<file path="src/frame_decoder_map.vh">
/*
 * Constants for the serial frame decoder: frame layout, target and
 * channel codes, range codes and interface reset values.
 * Assumes it is included by bare name from the decoder module only.
 */
`ifndef FRAME_DECODER_MAP_VH
`define FRAME_DECODER_MAP_VH

`define FRAME_BITS 24
`define FRAME_CNT_W 5
`define FLD_RW 23
`define FLD_ZERO 22
`define FLD_SEL_HI 21
`define FLD_SEL_LO 19
`define FLD_CH_HI 18
`define FLD_CH_LO 16
`define FLD_DATA_HI 15
`define FLD_CODE_LO 4
`define FLD_RANGE_HI 2

`define SEL_DAC 3'h0
`define SEL_RANGE 3'h1
`define SEL_POWER 3'h2
`define SEL_CTRL 3'h3

`define CH_ALL 3'h4

`define RANGE_MAX 3'h5
`define RANGE_BIPOLAR_MIN 3'h3

`define MIDSCALE_CODE 12'h800
`define CODE_RESET 12'h000
`define RANGE_RESET 3'h0
`define DATA_RESET 16'h0000

`endif

</file>
<file path="src/quad_dac_serial_frame_decoder.v">
/*
 * Serial command frame decoder for a quad 12-bit DAC. Shifts 24-bit
 * frames in MSB first, checks length, splits fields and routes writes
 * and read requests to channel data, range, power and control targets.
 * Assumes serial clock, frame select and data come from a host in
 * another clock domain, much slower than core_clk.
 */
// What this block does
// - A frame is exactly 24 bits long.
// - Bits arrive MSB first and shift toward the register top.
// - Bit 23 read/write, 22 reserved, 21-19 select, 18-16 channel, 15-0 data.
// - Select 0 data, 1 range, 2 power, 3 control register.
// - Read/write flag picks a write or a read request.
// - Every target register can be written and read.
// - Offset binary: 0x800 zero, all ones top, all zeros bottom.
// - Twos complement: zero is zero, 0x7ff top, 0x800 bottom.
// - Straight binary rises from zero, one 4096th of span per step.
// - Channel code comes from data bits 15 to 4.
// - Range from three low data bits; 0-2 unipolar, 3-5 bipolar.
`timescale 1ns/1ps
`include "frame_decoder_map.vh"

module quad_dac_serial_frame_decoder #(
    parameter CODE_W = 12
) (
    input wire core_clk,
    input wire reset_n,
    input wire serial_clk,
    input wire frame_sel_n,
    input wire serial_data_in,
    input wire twos_comp_sel,
    output reg frame_valid,
    output reg frame_error,
    output reg frame_read,
    output reg [2:0] target_sel,
    output reg [2:0] channel_addr,
    output reg [15:0] frame_data,
    output reg [3:0] channel_we,
    output reg [3:0] channel_re,
    output reg range_we,
    output reg power_we,
    output reg ctrl_we,
    output reg reg_re,
    output reg [CODE_W-1:0] code_a,
    output reg [CODE_W-1:0] code_b,
    output reg [CODE_W-1:0] code_c,
    output reg [CODE_W-1:0] code_d,
    output reg [11:0] level_a,
    output reg [11:0] level_b,
    output reg [11:0] level_c,
    output reg [11:0] level_d,
    output reg [11:0] range_a_to_d
);

// Bipolar codes become an unsigned level: 0 = most negative, 0x800 = zero
function [11:0] to_level;
    input [11:0] code;
    input bipolar;
    input twos;
    begin
        if (bipolar && twos)
            to_level = code ^ `MIDSCALE_CODE;
        else
            to_level = code;
    end
endfunction

function [3:0] ch_mask;
    input [2:0] ch;
    begin
        case (ch)
            3'h0: ch_mask = 4'h1;
            3'h1: ch_mask = 4'h2;
            3'h2: ch_mask = 4'h4;
            3'h3: ch_mask = 4'h8;
            `CH_ALL: ch_mask = 4'hf;
            default: ch_mask = 4'h0;
        endcase
    end
endfunction

// Two-flop synchronisers; the first stage feeds only the second
reg [2:0] sck_s;
reg [1:0] fs_s;
reg [1:0] sd_s;
reg twos_q1;
reg twos_q2;
wire sck_rise = sck_s[1] & ~sck_s[2];
wire fs_active = ~fs_s[1];

reg [`FRAME_BITS-1:0] shift;
reg [`FRAME_CNT_W-1:0] count;
reg overrun;
reg fs_prev;

reg [2:0] range_ch [0:3];
reg [CODE_W-1:0] code_r [0:3];

wire frame_end = fs_prev & ~fs_active;
wire frame_ok = (count == `FRAME_BITS) && !overrun;
wire [2:0] sel = shift[`FLD_SEL_HI:`FLD_SEL_LO];
wire [2:0] ch = shift[`FLD_CH_HI:`FLD_CH_LO];
wire [3:0] mask = ch_mask(ch);
wire is_write = ~shift[`FLD_RW];
wire [2:0] rng = shift[`FLD_RANGE_HI:0];

always @(posedge core_clk or negedge reset_n) begin
    if (!reset_n) begin
        sck_s <= 3'h0;
        fs_s <= 2'h3;
        sd_s <= 2'h0;
        twos_q1 <= 1'b0;
        twos_q2 <= 1'b0;
        fs_prev <= 1'b0;
    end else begin
        sck_s <= {sck_s[1:0], serial_clk};
        fs_s <= {fs_s[0], frame_sel_n};
        sd_s <= {sd_s[0], serial_data_in};
        twos_q1 <= twos_comp_sel;
        twos_q2 <= twos_q1;
        fs_prev <= fs_active;
    end
end

// Data is sampled in the same core cycle as the synchronised clock edge,
// which is safe because both pass the same two-flop delay.
always @(posedge core_clk or negedge reset_n) begin
    if (!reset_n) begin
        shift <= {`FRAME_BITS{1'b0}};
        count <= {`FRAME_CNT_W{1'b0}};
        overrun <= 1'b0;
    end else if (fs_active && !fs_prev) begin
        count <= {`FRAME_CNT_W{1'b0}};
        overrun <= 1'b0;
    end else if (fs_active && sck_rise) begin
        shift <= {shift[`FRAME_BITS-2:0], sd_s[1]};
        if (count == `FRAME_BITS)
            overrun <= 1'b1;
        else
            count <= count + 1'b1;
    end
end

integer i;
always @(posedge core_clk or negedge reset_n) begin
    if (!reset_n) begin
        frame_valid <= 1'b0;
        frame_error <= 1'b0;
        frame_read <= 1'b0;
        target_sel <= 3'h0;
        channel_addr <= 3'h0;
        frame_data <= `DATA_RESET;
        channel_we <= 4'h0;
        channel_re <= 4'h0;
        range_we <= 1'b0;
        power_we <= 1'b0;
        ctrl_we <= 1'b0;
        reg_re <= 1'b0;
        for (i = 0; i < 4; i = i + 1) begin
            range_ch[i] <= `RANGE_RESET;
            code_r[i] <= {CODE_W{1'b0}};
        end
    end else begin
        frame_valid <= frame_end & frame_ok;
        frame_error <= frame_end & ~frame_ok;
        channel_we <= 4'h0;
        channel_re <= 4'h0;
        range_we <= 1'b0;
        power_we <= 1'b0;
        ctrl_we <= 1'b0;
        reg_re <= 1'b0;
        if (frame_end && frame_ok) begin
            frame_read <= shift[`FLD_RW];
            target_sel <= sel;
            channel_addr <= ch;
            frame_data <= shift[`FLD_DATA_HI:0];
            reg_re <= ~is_write;
            case (sel)
                `SEL_DAC: begin
                    if (is_write)
                        channel_we <= mask;
                    else
                        channel_re <= mask;
                    for (i = 0; i < 4; i = i + 1)
                        if (is_write && mask[i])
                            code_r[i] <= shift[`FLD_DATA_HI:`FLD_DATA_HI-CODE_W+1];
                end
                `SEL_RANGE: begin
                    range_we <= is_write;
                    for (i = 0; i < 4; i = i + 1)
                        if (is_write && mask[i] && rng <= `RANGE_MAX)
                            range_ch[i] <= rng;
                end
                `SEL_POWER: power_we <= is_write;
                `SEL_CTRL: ctrl_we <= is_write;
                default: ;
            endcase
        end
    end
end

// Output levels follow code, range and coding selection
always @(posedge core_clk or negedge reset_n) begin
    if (!reset_n) begin
        code_a <= {CODE_W{1'b0}};
        code_b <= {CODE_W{1'b0}};
        code_c <= {CODE_W{1'b0}};
        code_d <= {CODE_W{1'b0}};
        level_a <= `CODE_RESET;
        level_b <= `CODE_RESET;
        level_c <= `CODE_RESET;
        level_d <= `CODE_RESET;
        range_a_to_d <= 12'h000;
    end else begin
        code_a <= code_r[0];
        code_b <= code_r[1];
        code_c <= code_r[2];
        code_d <= code_r[3];
        level_a <= to_level(code_r[0], range_ch[0] >= `RANGE_BIPOLAR_MIN, twos_q2);
        level_b <= to_level(code_r[1], range_ch[1] >= `RANGE_BIPOLAR_MIN, twos_q2);
        level_c <= to_level(code_r[2], range_ch[2] >= `RANGE_BIPOLAR_MIN, twos_q2);
        level_d <= to_level(code_r[3], range_ch[3] >= `RANGE_BIPOLAR_MIN, twos_q2);
        range_a_to_d <= {range_ch[3], range_ch[2], range_ch[1], range_ch[0]};
    end
end

endmodule
</file>
<file path="config.mk">
export PLATFORM = sky130hd
export DESIGN_NAME = quad_dac_serial_frame_decoder
export DESIGN_NICKNAME = d
export VERILOG_FILES = /design/src/quad_dac_serial_frame_decoder.v
export VERILOG_INCLUDE_DIRS = /design/src /design/src/src
export SDC_FILE = /design/constraint.sdc
export NUM_CORES = 1
export LEC_CHECK = 0
export ABC_AREA = 1
export BUFFER_PORTS_ARGS = -buffer_cell sky130_fd_sc_hd__buf_2
export CORE_AREA = 5 5 120 122
export DETAILED_ROUTE_END_ITERATION = 10
export DIE_AREA = 0 0 125 127
export PLACE_DENSITY_LB_ADDON = 0.3
export REMOVE_ABC_BUFFERS = 1
export SLEW_MARGIN = 20
export SYNTH_ARGS = -nofsm -noshare
export SYNTH_HDL_FRONTEND = slang
export SYNTH_SLANG_ARGS = --single-unit
</file>
<file path="constraint.sdc">
create_clock -name core_clk -period 4.91 [get_ports core_clk]
set_clock_uncertainty 0.15 [all_clocks]
set_input_delay 0.2455 -clock core_clk [delete_from_list [all_inputs] [get_ports core_clk]]
set_output_delay 0.2455 -clock core_clk [all_outputs]
set_load 0.01 [all_outputs]
</file>
Word level (Yosys, flattened, before mapping)
Index checks and enable logic that the tools add are counted.

$add $sub $neg: 1. Order comparisons: 5. Equality and inequality tests: 9. Muxes and demuxes: 24. Bitwise gates (word level): 13. Reductions and logical operators: 33.

Operator list (number): $mux 12 (4); $mux 4 (6); $reduce_and 3->1 (8); $pmux 4 s5 (1); $logic_and 1x1->1 (16); $mux 5 (3); $eq 3x2->1 const B (4); $ge 3x2->1 const B (4); $mux 1 (10); $not 1->1 (9); $eq 3x1->1 const B (2); $logic_not 3->1 (2); $reduce_and 2->1 (3); $add 5x1->5 const B (1); $eq 5x5->1 const B (1); $and 1x1->1 (4); $reduce_bool 2->1 (2); $eq 3x3->1 const B (1); $le 3x3->1 const B (1); $logic_not 1->1 (2); $ne 2x2->1 const B (1).

Flip-flop bits (word level): 245. Input port bits: 6. Word-level logic and storage cells: 123.

Longest topological paths before layout
Gate-level depths: netlist (run 1).

Depth in word-level cells: 5. Mapped depth: 10. Depth with buffers taken out: 10.

Least setup slack after synthesis (run 1)
Ideal clock, no wire load.

Kind: reg-to-reg. From: register count[0]. To: register code_r[23] (netlist name). Library setup time: 0.117 ns. Data arrival time: 1.390 ns. Required time: 4.643 ns. Slack: 3.253 ns. Stages on the path, launching flop included: 11. Path buffers: 1. Period minus slack after synthesis: 1.657 ns. Path through: dfrtp_1 inv_1 ha_1 nand2_2 inv_1 nand3_2 nor2_8 nand3_2 buf_6 nand2_1 nand2_1.

Cells in the longest elaborated chain, start to end: 4.

RTL lines: start, declared (RTL line quad_dac_serial_frame_decoder.v:92) `` reg [`FRAME_CNT_W-1:0] count; ``; start signal, assigned (RTL line quad_dac_serial_frame_decoder.v:130) `` count <= {`FRAME_CNT_W{1'b0}}; ``; start signal, assigned (RTL line quad_dac_serial_frame_decoder.v:133) `` count <= {`FRAME_CNT_W{1'b0}}; ``; start signal, assigned (RTL line quad_dac_serial_frame_decoder.v:140) `count <= count + 1'b1;`; $eq 5x5->1 (no source line); $logic_and 1x1->1 (RTL line quad_dac_serial_frame_decoder.v:100) `` wire frame_ok = (count == `FRAME_BITS) && !overrun; ``; $logic_and 1x1->1 (RTL line quad_dac_serial_frame_decoder.v:172) `if (frame_end && frame_ok) begin`; $reduce_and 3->1 (no source line); end signal, assigned by index (RTL line quad_dac_serial_frame_decoder.v:161) `code_r[i] <= {CODE_W{1'b0}};`; end signal, assigned by index (RTL line quad_dac_serial_frame_decoder.v:186) `` code_r[i] <= shift[`FLD_DATA_HI:`FLD_DATA_HI-CODE_W+1]; ``; end, declared (RTL line quad_dac_serial_frame_decoder.v:97) `reg [CODE_W-1:0] code_r [0:3];`.

Every way passes these cells. A chain may end at the register's enable or synchronous reset.

Final worst setup path (run 1)
From: register count[0]. To: register code_r[12] (netlist name).

Same word-level chain as after synthesis.

==> results of run 1 <==
## timing repair
action                                  4_1_cts  5_1_grt
hold buffers                                  5        0
endpoints found under the hold margin        92        0
endpoints found under the setup margin        0        0
## cells in the final DEF, fill, tap and decap left out, types with 2 or more instances in the layout
| cell | count |
|---|---|
| a21oi_1 | 3 |
| buf_2 | 149 |
| buf_4 | 4 |
| clkbuf_1 | 7 |
| clkbuf_16 | 21 |
| clkbuf_8 | 3 |
| clkinv_2 | 6 |
| dfrtp_1 | 199 |
| dfstp_2 | 2 |
| dlygate4sd3_1 | 5 |
| ha_1 | 2 |
| inv_1 | 44 |
| inv_2 | 2 |
| nand2_1 | 190 |
| nand2_2 | 4 |
| nand3_1 | 60 |
| nand3_2 | 5 |
| nand4_1 | 15 |
| nor2_1 | 15 |
| nor2_4 | 4 |
| nor3_1 | 2 |
| o21ai_0 | 30 |
| o21ai_1 | 21 |
| xnor2_1 | 5 |
| xor2_1 | 2 |
## flip-flops by register name (all words and copies together) (netlist names), 4 cells and up
signal,cells
level_b,12
frame_data,16
code_r,48
level_a,12
shift,24
range_ch,12
level_c,12
level_d,12
count,5
channel_we,4
range_a_to_d,12
channel_re,4
## through the flow
stage / cell area [µm²] / utilization / std cells
6_report: 8593 / 0.6567 / 981
5_1_grt: 8593 / 0.6567 / 981
2_1_floorplan: 6924 / - / 610
3_5_place_dp: 7934 / 0.6063 / 940
4_1_cts: 8593 / 0.6567 / 981
3_3_place_gp: 7934 / 0.6063 / 940
## critical path, stage by stage, from the launching register on
cell     delay [ps]
dfrtp_1         390
inv_1           110
ha_1            170
nand2_2          70
nor2_4          150
nand3_4         460
nor2_4          570
nand3_1         160
nand2_1         100
## metal layers
metal / share of wire / GRT usage / vias to the layer above
li1: - / - / 2339
met1: 0.41 / 0.2609 / 2431
met2: 0.49 / 0.3315 / 190
met3: 0.083 / 0.05259 / 20
met4: 0.015 / 0.05102 / 0
met5: 0 / 0 / -
## worst paths after layout
| path | start | to | slack, ps | cells after the start |
|---|---|---|---|---|
| min in group asynchronous | reset_n | level_c[4] | 230 | 2 |
| max in group asynchronous | reset_n | fs_prev | 3160 | 3 |
| worst min register to register | twos_q1 | twos_q2 | 200 | 0 |
| worst max register to register | count[0] | code_r[12] | 2500 | 8 |
| worst min-delay path | twos_q1 | twos_q2 | 200 | 0 |
| worst max-delay path | count[0] | code_r[12] | 2500 | 8 |
## cells by family (layout without fill, tap and decap cells)
| family | Yosys count | after routing |
|---|---|---|
| adder cells (fa/ha/maj) | 2 | 2 |
| XOR/XNOR | 7 | 7 |
| flip-flops | 201 | 201 |
| buffers and inverters | 116 | 241 |
| AND/OR/NAND/NOR | 299 | 299 |
| AO/OA/AOI/OAI | 55 | 55 |
## final cells by class
class                           instances  area (µm²)  area share
Multi-Input combinational cell        363        1719      0.2001
Sequential cell                       201        5032      0.5856
Timing Repair Buffer                  159       839.6     0.09770
Clock inverter                          6       30.03    0.003494
Clock buffer                           30       579.3     0.06741
Inverter                               46       172.7     0.02009
Tap cell                              176       220.2     0.02563
## power groups by stage
stage / Clock (mW) / Combinational [mW] / Sequential, mW
after detailed placement: 0 / 0.137 / 1.75
after floorplan: 0 / 0.0723 / 1.74
after CTS: 1.43 / 0.141 / 1.72
after global placement: 0 / 0.133 / 1.75
final: 1.40 / 0.139 / 1.72
after global routing: 1.51 / 0.160 / 1.72
==> impl_results.md, run 1 <==
* Status: complete, no violations
* Leak Pwr at 4.922 nW
* Largest net degree at the start of global routing at 91
* Remaining antenna violation count at 0
* Initial DRC Count at about 330
* Initial Util at 0.5701
* Hold Path Class: reg -> reg
* Synthesis-to-layout area growth at 15.20%
* Mapped cell area at 7460 µm²
* Synth area leader: dfrtp_1
* Synth Area in Compound Gates at 0.03740
* Share of the synthesized area in the top cell type at 0.6676
* Clock power share at 0.430
* Total power at between 3 and 4 mW
* Die Ht at 127 µm
* Slew at the pin closest to its max-slew limit at between 900 and 1000 ps
* Seq cells post-synth at around 200
* RSZ-0062 raised after global routing: false
* Top post-synthesis cells by count: 199 x dfrtp_1, 190 x nand2_1, 60 x nand3_1, 50 x buf_4, 44 x inv_1
* Post-CTS sizing at 0
* Switching power at 0.7297 mW
* Drt total wl at 15550 µm
* Worst Path Required at a little over 5000 ps
* Clock Sinks at 201
* GRT Total Usage at 0.1979
* Max-cap violations at 0
* CP arrival at 2670 ps
* Std cell rows at 42
* I/O Buffers at 150
* Pwr per Cell Area at 379.0 nW/µm²
* H-tree Lvls at 1
* Total global routing overflow at 0
* Setup_tns at 0 ps
* Switch share at 0.2241
* Die area at 15880 µm²
* Synth Area in XOR/XNOR at 0.008219
* Antenna cells at 0
* Top-count cell post-synth: dfrtp_1
* Crit path max fanout at 49
* Filler cells at 1029
* Worst-skew pair later-pin latency at 480 ps
* Final hold vios at 0
* Mux contribution to synthesized area at 0
* Asr flop ratio synth at 1.000
* Post-CTS setup buffer count at 0
* Internal Power at 2.527 mW
* Cell variety after synth at 27
* Fmax at 415.2 MHz
* Clk buf depth at 3
* Global-route wire length before repair at 26060 µm
* Post-DR wirelength/cell at 15.85 µm
* Core area at around 13000 µm²
* Period utilisation layout at 0.4905
* Clock Tree Root: clkbuf_16
* Initial antenna violation count at 0
* Largest family of logic cells by synthesized area: simple AND/OR/NAND/NOR gates
* Num CTS Buffers at 20
* Width of the die at 125 µm
* Ranking of synthesized cells by area: dfrtp_1 67%, nand2_1 9.6%, buf_4 5.0%
* Number of max-slew violations in the final report at 0
* Vias in the first global route at 5163
* Top FF cell, synth: dfrtp_1
* GPL Wtd Cong at about 0.8
* Rel. slew slack at 0.3958
* 1st-pass router iterations at 5
* Adder-cell share of the synthesized area at 0.003355
* CTS tree: done
* Final WS setup at 2502 ps
* Post-layout minimum cycle time at around 2400 ps
* Final setup fails at 0
* Post-synthesis simple-gate area fraction at 0.1815
* Post-synthesis sequential area ratio at 0.6746
* CP Class: reg -> reg
* Clk slew on worst S/H paths at roughly 60 ps
* Syn avg cell area at about 11 µm²
* Synth Instances at between 600 and 700
* Via Count at 4980
* Yosys warns at 0
* Number of enable flip-flop cells after synthesis at 0
* Nets at 799
* I/O pins at 151
* Drt drc at 0
* Dpl hpwl at roughly 10000 µm
* DP Worst Slack at 2498 ps
* Hold slack at 196.9 ps
* Max IR drop VDD at ~0.00022 V
* Comb power frac at 0.043
* Share of power burned in registers at 0.527
* Layout cell share with drive strength beyond 1 at 0.2547
* Vias per cell at just over 5
* Worst setup SP type: flip-flop
* Critical Path End Type: flip-flop
Power figures use the tool's default switching activity.
==> inputs of run 2 (changes only) <==
Settings changed: CORE_AREA 5 5 120 122 to 5 5 130 132, DIE_AREA 0 0 125 127 to 0 0 135 137.
Clock period 4.91 ns to 2 ns, I/O delays scaled along.
==> run 2 against run 1 <==
  * Count of clock-buffer cells in the layout fell by 3
  * Sequential share of layout area is 3.0 points lower
  * Clock power rose to 2.8 times the previous value
  * Final cell count rose by 6.3%
  * Setup slack lost 2400 ps
  * Fmax rose by 27%
  * Sequential power is 150% higher
  * Worst hold slack got worse by 180 ps
  * Sequential cell count is the same
  * Register-to-register slack got worse by 2400 ps
  * Via count rose by 2.2%
  * Critical path type unchanged
  * Largest cell class unchanged
==> impl_results.md, run 2 (synthesis gave the netlist of run 1 again) <==
* Max reg flops at 48 (unchanged)
* Final setup fails at 0 (unchanged)
* Footprint of the multi-input gates at 1785 µm² (+3.9%)
* Register name with the most flops: code_r
* Layout cell share with drive strength beyond 1 at 0.2817 (+0.02708)
* Worst R2R Start: count[0]
* Remaining antenna violation count at 0 (unchanged)
* Die area at 18500 µm² (+17%)
* Rel. slew slack at 0.6639 (+0.2681)
* Commonest non-fill, non-tap cells in the layout: 199 x dfrtp_1, 190 x nand2_1, 149 x buf_2
* Total global routing overflow at 0 (unchanged)
* Fmax at 527.9 MHz (+27%)
* Width of the die at 135 µm (+8.0%)
* Drt drc at 0 (unchanged)
* Worst-skew pair later-pin latency at 490 ps (about the same)
* Vias per cell at 4.881 (-3.8%)
* Post-layout minimum cycle time at 1894 ps (-514.0 ps)
* Max IR drop VDD at 0.0005928 V (+170%)
* Initial Util at 0.4783 (-0.09183)
* Slew at the pin closest to its max-slew limit at 504.2 ps (-399.2 ps)
* CTS tree: done
* Switch share at 0.2195 (-0.004585)
* Post-DR wirelength/cell at 16.12 µm (+1.8%)
* Final WS setup at 105.6 ps (-2396 ps)
* Share of power burned in registers at 0.493 (-0.034)
* Dpl hpwl at 11460 µm (+11%)
* Synthesis-to-layout area growth at 21.40%
* Largest net degree at the start of global routing at 60 (-34%)
* Antenna cells at 0 (unchanged)
* Core area at 15600 µm² (+19%)
* Worst setup SP type: flip-flop
* Largest regs: code_r (48), shift (24), frame_data (16)
* Status: complete, no violations
* Initial DRC Count at 314 (-3.7%)
* Vias in the first global route at 5195 (+0.62%)
* Filler cells at 1291 (+25%)
* GPL Wtd Cong at 0.8076 (-0.71%)
* I/O Buffers at 150 (unchanged)
* Clock Sinks at 201 (unchanged)
* Reg2Reg Setup Slack at 110 ps (-2400 ps)
* Comb power frac at 0.051 (+0.008)
* DP Worst Slack at -81.17 ps (-2579 ps)
* Sequential Area at 5032 µm² (unchanged)
* 1st-pass router iterations at 4 (-1)
* Total power at 8.567 mW (+160%)
* Worst Path Required at 2220 ps (-2950 ps)
* Max-cap violations at 0 (unchanged)
* Initial antenna violation count at 0 (unchanged)
* Std cell rows at 46 (+9.5%)
* Worst r2r dst: range_ch[11]
* Nets at 822 (+2.9%)
* Commonest non-fill, non-tap cell in the layout: dfrtp_1
* CP Class: reg -> reg
* Final hold vios at 0 (unchanged)
* Number of max-slew violations in the final report at 0 (unchanged)
* Die Ht at 137 µm (+7.9%)
* Internal Power at 6.687 mW (+160%)
* I/O pins at 151 (unchanged)
* Clock Tree Root: clkbuf_16
* Global-route wire length before repair at 26960 µm (+3.4%)
* Pwr per Cell Area at 946.0 nW/µm² (+150%)
* H-tree Lvls at 1 (unchanged)
* GRT Total Usage at 0.1824 (-0.01554)
* Worst reg-to-reg path cell count at 10 (+2)
* Num CTS Buffers at 21 (+5.0%)
* Setup_tns at 0 ps (unchanged)
* Period utilisation layout at 0.9472 (+0.4567)
* CP arrival at 2120 ps (-550 ps)
* Design Area, Final at 9056 µm² (+5.4%)
* Clock power share at 0.456 (+0.026)
* Clk buf depth at 3 (unchanged)
* Leak Pwr at 5.095 nW (+3.5%)
* Hold slack at 12.61 ps (-184.3 ps)
* Hold Path Class: in -> async
* Via Count at 5091 (+2.2%)
* Switching power at 1.880 mW (+160%)
* Clk slew on worst S/H paths at 60 ps (about the same)
* Drt total wl at 16820 µm (+8.2%)
* Critical Path End Type: flip-flop
* Crit path max fanout at 7 (-86%)
* Placed cell areas at 8097 µm² (+2.1%)
## run 2: worst max path at each step
stage                         start            to  slack (ps)  cells after the start
after global placement     count[0]    code_r[15]          40                      9
after floorplan           shift[19]    code_r[36]        -350                      4
after detailed placement   count[0]    code_r[12]         -80                      9
final                      count[0]  range_ch[11]         110                     10
after global routing       count[0]  range_ch[11]          -8                     10
after CTS                  count[0]     code_r[0]         -50                      9
## run 2: layer usage
metal  track usage  share of wire
met1        0.2462           0.43
met2        0.3032           0.48
met3       0.03419          0.067
met4       0.05599          0.019
met5             0              0
## run 2: final cells by class
class | instances | share of cell area
Sequential cell | 201 | 0.5557
Multi-Input combinational cell | 365 | 0.1972
Timing Repair Buffer | 179 | 0.1208
Clock buffer | 27 | 0.06383
Tap cell | 216 | 0.02984
Inverter | 46 | 0.01907
Clock inverter | 9 | 0.01368
## run 2: power by group through the flow
stage / sequential [mW] / combinational, mW / clock [mW]
6_report: 4.23 / 0.437 / 3.90
2_1_floorplan: 4.27 / 0.177 / 0
4_1_cts: 4.22 / 0.394 / 4.02
3_5_place_dp: 4.29 / 0.383 / 0
3_3_place_gp: 4.29 / 0.364 / 0
5_1_grt: 4.23 / 0.492 / 4.17
## run 2: repair_timing
item,CTS,global route
setup buffers,0,10
pin swaps,0,7
endpoints found under the setup margin,27,59
endpoints found under the hold margin,203,0
cloned,0,2
gates resized for setup,1,8
hold buffers,5,0
## run 2: worst max-delay path: stages (launching register included)
cell and delay (ps):
dfrtp_1 410, inv_2 80, ha_1 160, nand2_2 80
inv_2 80, nand3_4 120, nor2_8 280, buf_6 150
nand3_1 100, nand2_1 110, nand2_1 50
## run 2: per-stage QoR
stage            util  cells
6_report       0.5806   1043
5_1_grt        0.5806   1043
4_1_cts        0.5678   1031
3_5_place_dp   0.5191    990
3_3_place_gp   0.5191    990
2_1_floorplan       -    610
